### src/core/sar_defines.vh
// Constants for the serial conversion and readout sequencer
`ifndef SAR_DEFINES_VH
`define SAR_DEFINES_VH
`define SAR_WIDTH 16
`define SAR_CNT_W 6
`define SAR_ACQ_FALLS 6'h05
`define SAR_MSB_LAST 6'h15
`define SAR_LSB_LAST 6'h24
`define SAR_CNT_MAX 6'h3F
`define SAR_BIT_MSB 4'hF
`define SAR_ST_OFF 2'h0
`define SAR_ST_ACQ 2'h1
`define SAR_ST_MSB 2'h2
`define SAR_ST_TAIL 2'h3
`endif

### src/core/sar_sync.v
// Two-stage synchroniser with an edge detector on the settled level
`timescale 1ns/100ps
module sar_sync #(
  parameter RESET_VAL = 1'b0
) (
  input wire clk_in,
  input wire rst_in,
  input wire async_in,
  output reg level_out,
  output wire rise_out,
  output wire fall_out
);
  reg meta;
  reg prev;
  always @(posedge clk_in) begin
    if (rst_in) begin
      meta <= RESET_VAL;
      level_out <= RESET_VAL;
      prev <= RESET_VAL;
    end else begin
      meta <= async_in;
      level_out <= meta;
      prev <= level_out;
    end
  end
  assign rise_out = level_out & ~prev;
  assign fall_out = ~level_out & prev;
endmodule // sar_sync

### src/core/sar_adc_serial_readout.v
// Serial conversion and readout sequencer of a 16-bit SAR converter
// Function
// Select low enables the device; select high forces shutdown at once.
// All sequencing steps only on host data clock edges, no own timer.
// Host keeps select low at least 22 clocks for a full result.
// Acquire input for 4.5 to 5.0 clock periods before the first decision.
// Still selected after conversion, shift the same result out LSB first.
// After the LSB-first word, output zeros for as long as clocked.
// Result leaves MSB first, belonging to the current conversion only.
// Start of conversion captures the input; it stays held until done.
// Output tri-stated when deselected, driven after first falling clock edge.
`timescale 1ns/100ps
`include "sar_defines.vh"
module sar_adc_serial_readout (
  input wire clk_in,
  input wire rst_in,
  input wire select_n_shutdown_in,
  input wire conversion_data_clock_in,
  input wire [15:0] analog_sample_in,
  output reg serial_data_out,
  output reg serial_data_oe_out,
  output wire shutdown_out,
  output reg sample_hold_out,
  output reg [15:0] held_sample_out
);
  wire sel_n;
  wire sel_fall;
  wire dclk_fall;
  reg [1:0] state;
  reg [1:0] next_state;
  reg [5:0] falls;
  reg [15:0] result;
  reg [3:0] bit_idx;

  sar_sync #(.RESET_VAL(1'b1)) u_sel (
    .clk_in(clk_in),
    .rst_in(rst_in),
    .async_in(select_n_shutdown_in),
    .level_out(sel_n),
    .rise_out(),
    .fall_out(sel_fall)
  );

  sar_sync #(.RESET_VAL(1'b0)) u_dclk (
    .clk_in(clk_in),
    .rst_in(rst_in),
    .async_in(conversion_data_clock_in),
    .level_out(),
    .rise_out(),
    .fall_out(dclk_fall)
  );

  assign shutdown_out = sel_n;

  // Falling edges after select: 6 falls of acquisition, then 16 decision bits
  always @* begin
    next_state = state;
    if (sel_n) begin
      next_state = `SAR_ST_OFF;
    end else begin
      case (state)
        `SAR_ST_OFF: begin
          if (sel_fall) begin
            next_state = `SAR_ST_ACQ;
          end
        end
        `SAR_ST_ACQ: begin
          if (dclk_fall && falls == `SAR_ACQ_FALLS) begin
            next_state = `SAR_ST_MSB;
          end
        end
        `SAR_ST_MSB: begin
          if (dclk_fall && falls == `SAR_MSB_LAST) begin
            next_state = `SAR_ST_TAIL;
          end
        end
        default: begin
          next_state = `SAR_ST_TAIL;
        end
      endcase
    end
  end

  always @(posedge clk_in) begin
    if (rst_in) begin
      state <= `SAR_ST_OFF;
      falls <= 6'h00;
      result <= 16'h0000;
      bit_idx <= 4'h0;
      serial_data_out <= 1'b0;
      serial_data_oe_out <= 1'b0;
      sample_hold_out <= 1'b0;
      held_sample_out <= 16'h0000;
    end else begin
      state <= next_state;
      if (sel_n) begin
        falls <= 6'h00;
        serial_data_oe_out <= 1'b0;
        serial_data_out <= 1'b0;
        sample_hold_out <= 1'b0;
      end else if (dclk_fall) begin
        serial_data_oe_out <= 1'b1;
        // Saturate so an endless tail cannot wrap into a new word
        if (falls != `SAR_CNT_MAX) begin
          falls <= falls + 6'h01;
        end
        if (state == `SAR_ST_ACQ && falls == `SAR_ACQ_FALLS) begin
          // Hold begins here; input is ignored until the next select
          held_sample_out <= analog_sample_in;
          sample_hold_out <= 1'b1;
          result <= 16'h0000;
          bit_idx <= `SAR_BIT_MSB;
        end
        if (state == `SAR_ST_MSB) begin
          // Each decision is shifted out as soon as it is made
          serial_data_out <= held_sample_out[bit_idx];
          result[bit_idx] <= held_sample_out[bit_idx];
          bit_idx <= bit_idx - 4'h1;
          if (falls == `SAR_MSB_LAST) begin
            bit_idx <= 4'h1;
          end
        end else if (state == `SAR_ST_TAIL) begin
          if (falls <= `SAR_LSB_LAST) begin
            serial_data_out <= result[bit_idx];
            bit_idx <= bit_idx + 4'h1;
          end else begin
            serial_data_out <= 1'b0;
          end
        end else begin
          serial_data_out <= 1'b0;
        end
      end
    end
  end
endmodule // sar_adc_serial_readout

### config.mk
export PLATFORM = sky130hd
export DESIGN_NAME = sar_adc_serial_readout
export DESIGN_NICKNAME = d
export VERILOG_FILES = /design/src/core/sar_sync.v /design/src/core/sar_adc_serial_readout.v
export VERILOG_INCLUDE_DIRS = /design/src /design/src/core
export SDC_FILE = /design/constraint.sdc
export NUM_CORES = 1
export LEC_CHECK = 0
export BUFFER_PORTS_ARGS = -buffer_cell sky130_fd_sc_hd__buf_4
export CAP_MARGIN = 20
export CORE_ASPECT_RATIO = 0.6
export CORE_MARGIN = 2
export CORE_UTILIZATION = 57
export CTS_CLUSTER_DIAMETER = 40
export DETAILED_ROUTE_END_ITERATION = 10
export PLACE_DENSITY = 0.82
export SYNTH_ARGS = -nofsm -noshare
export SYNTH_HDL_FRONTEND = slang
export SYNTH_SLANG_ARGS = --single-unit
### constraint.sdc
create_clock -name clk_in -period 2.2 [get_ports clk_in]
set_clock_uncertainty 0.05 [all_clocks]
set_input_delay 0.11 -clock clk_in [delete_from_list [all_inputs] [get_ports clk_in]]
set_output_delay 0.11 -clock clk_in [all_outputs]
set_load 0.05 [all_outputs]
# After elaboration in Yosys (flattened, before gate mapping)
# Index checks and enable logic that the tools add are counted.
# classes
addsub	3
order_cmp	3
n_eq_ne	9
mux	24
bitwise	4
reduce_logical	11
# op_table
cell	count
16-bit 2-to-1 mux	5
4-bit 2-to-1 mux	5
16-bit bitwise mux	1
1-bit binary-select mux with 4-bit select	2
6-bit by 1-bit adder with 6-bit output, second input constant	1
6-bit by 3-bit equality test with 1-bit output, second input constant	1
6-bit by 5-bit equality test with 1-bit output, second input constant	1
6-bit <= comparator, second input constant	1
1-bit 2-to-1 mux	6
2-bit 2-to-1 mux	3
2-bit != test, second input constant	3
6-bit != test, second input constant	1
2-bit one-hot mux with 3 select lines	1
2-bit AND reduction	3
3-bit AND reduction	2
4-bit by 5-bit less-than comparator with 1-bit output, second input constant	1
4-bit by 1-bit adder with 4-bit output, second input constant	1
1-bit demux with 4-bit select	1
2-bit equality test, second input constant	2
4-bit by 1-bit greater-or-equal comparator with 1-bit output, second input constant	1
1-bit logical AND	4
4-bit by 1-bit subtractor with 4-bit output, second input constant	1
1-bit AND	2
2-bit by 1-bit equality test with 1-bit output, second input constant	1
3 further kinds	4
# totals
register_bits	53
in_bits	20
out_inout_bits	20
wordCells	68

# Logic depth before layout (Yosys ltp)
# depth
ltp_word	8
ltp_mapped	9
depth_no_buf	7

# Modules after synthesis
# A second synthesis with hierarchy kept.
# unflattened
hier_cells	305
area_unflattened_um2	2595.0
# by_module_without_submodules
module	instances	cells_each	area_each_um2	seq_area_each_um2
sar_adc_serial_readout	1	289	2411.1	940.9
sar_sync (u_sel)	1	8	92.6	60.1
sar_sync (u_dclk)	1	8	91.3	60.1

# Least setup slack after synthesis
# No wires, ideal clock.
# synth_path
path_type	register to register
from	reg held_sample_out[5]
to	reg serial_data_out
setup_ns	0.079
arrival_ns	1.717
required_ns	2.071
path_slack_ns	0.354
stages_incl_launch_ff	6
n_path_buf	0
period_less_slack_ns	1.846
cell_sequence	dfxtp_1 > mux4_1 > mux2i_1 > or4_1 > and3_1 > a211oi_2
# synth_between
elab_chain_len	3
# synth_rtl
item	line	text
from (decl)	sar_adc_serial_readout.v:24	output reg [15:0] held_sample_out
from (signal assigned)	sar_adc_serial_readout.v:109	held_sample_out <= analog_sample_in;
1-bit binary-select mux with 4-bit select	sar_adc_serial_readout.v:116	serial_data_out <= held_sample_out[bit_idx];
1-bit 2-to-1 mux (not written as such)	sar_adc_serial_readout.v:116	
1-bit 2-to-1 mux	sar_adc_serial_readout.v:114	if (state == `SAR_ST_MSB) begin
to (signal assigned)	sar_adc_serial_readout.v:116	
to (signal assigned)	sar_adc_serial_readout.v:124	serial_data_out <= result[bit_idx];
to (decl)	sar_adc_serial_readout.v:20	output reg serial_data_out,
# No other way between the ends. The select of a mux whose other input is x is not followed.
# A chain may end at the register's enable or synchronous reset.

# Worst setup path after layout
# layout_path
from	reg falls[0]
to	reg held_sample_out[6]
# layout_between
elab_chain_len	3
# layout_rtl
item	line	text
from (decl)	sar_adc_serial_readout.v:31	reg [5:0] falls;
from (signal assigned)	sar_adc_serial_readout.v:105	falls <= falls + 6'h01;
6-bit by 3-bit equality test with 1-bit output (no source line)	--	
1-bit logical AND (no source line)	--	
3-bit AND reduction (no source line)	--	
# No other way between the ends.

==> summary.txt <==
Outcome
  – Status: finished, final reports clean

Floorplan
  – Starting density of the core: 59.0%
  – Die ar.: 0.00531 sq mm
  – Core area: 0.00456 sq mm
  – FP Rows: 19
  – Chip width: 92.8 microns
  – Io pins: 40
  – Die Y: 57.3 microns

Timing
  – Max Slew Vio Count: 0
  – Tcrit/Tclk final: 88.5%
  – RSZ-0062 raised after global routing: false
  – Worst-Margin Slew: 0.512 ns
  – Setup-failing EPs final: 0
  – Final period demand of the worst path: 1.95 ns
  – Fin. Hold Viols: 0
  – Worst slew margin: 65.7%
  – Setup TNS: 0 ns
  – F_max: 0.514 GHz

Layout
  – Diodes inserted: 0
  – Final net count: 403
  – Final Cell Area: 0.00331 sq mm
  – Fillers: 371
  – Share of cells above drive strength 1: 19.1%
  – Util after Layout: 72.5%
  – Area grow syn2layout: 22.7%

Yosys
  – Synth warn: 0
  – Synth area leader: dfxtp_1
  – Post-Syn Instances: 323
  – Synth area leaders: dfxtp_1 39%, nor2_1 7.4%, mux4_1 5.8%
  – Post-synthesis cell area: 0.00270 sq mm
  – Count of cell types in the netlist: 46
  – Post-synth ARST share: 0%
  – Avg Inst Size Synth: 8.34 sq um
  – Share of the yosys chip area belonging to registers: 39.4%
  – Top-area cell type share of the netlist area: 39.4%
  – Post-synth top flop: dfxtp_1
  – Post-synthesis net count: 350
  – Synthesis-stage register bit count: 53
  – EDFF count, synth: 0

Clock tree
  – Bufs on Longest Clock Path: 2
  – Worst-path clk slew: 0.10 ns
  – CTS tree: built
  – Root Buffer: clkbuf_8
  – CTS sink count: 53
  – Inserted Clock Buffers: 5
  – CTS H-tree lvls: 2
  – Clock latency on the worst-skew pair: 0.30 ns
  – Setup Buffers After CTS: 0

Global routing
  – GRT Total Usage: 27.1%
  – Gr ovfl total: 0
  – Maximum number of pins on one net before global-route repair: 44
  – First-pass GRT wire length: 11400 microns
  – Initial antenna violation count: 0
  – Vias in the first global route: 2317

Pwr
  – VDD IR-drop max: 0.369 mV
  – Power share of the sequential group: 59.2%
  – P_int: 1.27 mW
  – Gate power share: 4.9%
  – Psw: 0.363 mW
  – Leakage power: 1.25 nW
  – Pwr Density: 494 mW/mm^2
  – Sw Share: 22.2%
  – Clk pwr share: 35.9%

Place
  – Port bufs: 39
  – Dpl cell area: 0.00308 sq mm
  – GPL Wtd Cong: 0.951
  – Hpwl dp: 4730 microns

Routing
  – Routed WL: 6850 microns
  – Final routed DRC violation total: 0
  – TritonRoute pass-1 iters: 6
  – Wire per inst: 15.6 microns
  – DRT iter0 DRCs: 206
  – Post-route ant nets: 0
  – Avg Vias per Cell: 5.85
  – Vias: 2575

Setup path
  – Required time of the worst setup path: 2.39 ns
  – Worst Setup End Kind: flop
  – CP Max Fanout: 20
  – CP Class: reg -> reg
  – Crit path launch type: flop
  – CP cell instances: ha_1 > and4bb_1 > and3_2 > and2_1 > buf_4 > nand2_1 > a21oi_1
  – Slowest-stage cell, CP: dfxtp_1
  – Crit path DAT: 2.13 ns
  – CP peak stage delay: 0.43 ns

Worst hold path
  – Worst hold path class: in -> reg

Run
  – Max Cap Viol: 0
==> final timing paths <==
check             slack (ns)            endpoint  cells past startpoint           startpoint
hold / removal         0.008  held_sample_out[4]                      3  analog_sample_in[4]
setup reg to reg        0.25  held_sample_out[6]                      7             falls[0]
setup / recovery        0.25  held_sample_out[6]                      7             falls[0]
hold reg to reg         0.37     u_sel.level_out                      1           u_sel.meta
==> synth_stat cells (2+ instances only) <==
library cell  count
a21oi_1          23
o21ai_0          18
buf_6             2
nand3b_1          3
nand2_1          40
nor2_1           53
ha_1              7
nor3_1            4
or2_2             4
nand3_1           7
and2_1            4
nand4_1           2
nor2b_1           8
or3_1             2
dfxtp_1          53
mux4_1            6
nand2b_1          6
xnor2_1           2
a31oi_1           2
o31ai_1           2
o32ai_1           2
inv_1             7
and3_1            6
a22oi_1          16
buf_2             4
a211oi_1          2
a221oi_1          3
mux2i_1           5
clkbuf_1         13
==> timing repair <==
action	in CTS	in global routing
endpoints found under the hold margin	13	0
endpoints found under the setup margin	0	25
gates resized for setup	0	2
hold buffers	13	0
==> layer usage <==
layer / vias up / GRT usage, % / wire [microns]
met5: - / 0 / 0
met4: 0 / 5.46 / 51
met3: 8 / 7.00 / 740
met2: 131 / 38.8 / 2820
met1: 1196 / 41.4 / 3250
li1: 1240 / - / -
==> cell families after synthesis <==
logic type,share of synthesized area (%)
flip-flops,39.4
AO/OA/AOI/OAI,18.6
multiplexers,8.54
adder cells (fa/ha/maj),3.25
XOR/XNOR,0.975
buffers and inverters,4.97
AND/OR/NAND/NOR,24.3
==> sequential cells by signal (all words and copies together) (netlist names), 2 cells and up <==
register / flops
bit_idx: 4
falls: 6
held_sample_out: 16
result: 16
state: 2
==> power groups by stage <==
stage | logic (mW) | clock network [mW] | registers, mW
floorplan | 0.0236 | 0 | 0.991
global placement | 0.0593 | 0 | 0.989
global route | 0.0858 | 0.637 | 0.968
finish | 0.0798 | 0.587 | 0.966
detailed placement | 0.0595 | 0 | 0.989
CTS | 0.0776 | 0.601 | 0.966
==> layout by cell type, fill, tap and decap left out, types with 4 or more instances in the layout <==
cell           count
mux4_1             6
nor2_1            53
clkbuf_8           6
or2_2              4
a21oi_1           23
inv_1              7
dlygate4sd3_1     13
buf_4             54
mux2i_1            5
and2_1             4
nor3_1             4
and3_1             5
o21ai_0           18
dfxtp_1           52
nand2_1           40
nand2b_1           6
nand3_1            7
a22oi_1           16
ha_1               7
nor2b_1            8
==> worst max-delay path, delay by kind of cell, from the launching register on <==
family	cells	cell delay, ns
and+or+nand+nor	4	0.89
DFF	1	0.43
buffers and inverters	1	0.20
adders and majority gates	1	0.18
AOI/OAI and AO/OA	1	0.13
==> final cells by class <==
type	instances	area, sq um	share of cell area [%]
multi-input combinational	241	1500	45.4
timing repair buffer	67	536	16.2
clock inverter	2	17.5	0.530
sequential	53	1060	32.1
clock buffer	6	82.6	2.50
tap	63	78.8	2.38
inverter	8	30.0	0.908
==> stage by stage <==
| stage | cells | power, mW | setup WS [ns] | hold WS [ns] |
|---|---|---|---|---|
| 6_report | 440 | 1.63 | 0.253 | 0.00770 |
| 5_1_grt | 440 | 1.69 | 0.108 | 0.00377 |
| 4_1_cts | 440 | 1.65 | 0.0554 | 0.000915 |
| 3_5_place_dp | 419 | 1.05 | 0.0787 | 0.246 |
| 3_3_place_gp | 419 | 1.05 | 0.162 | 0.247 |
| 2_1_floorplan | 323 | 1.01 | 0.354 | 0.164 |
Power figures use the tool's default switching activity.
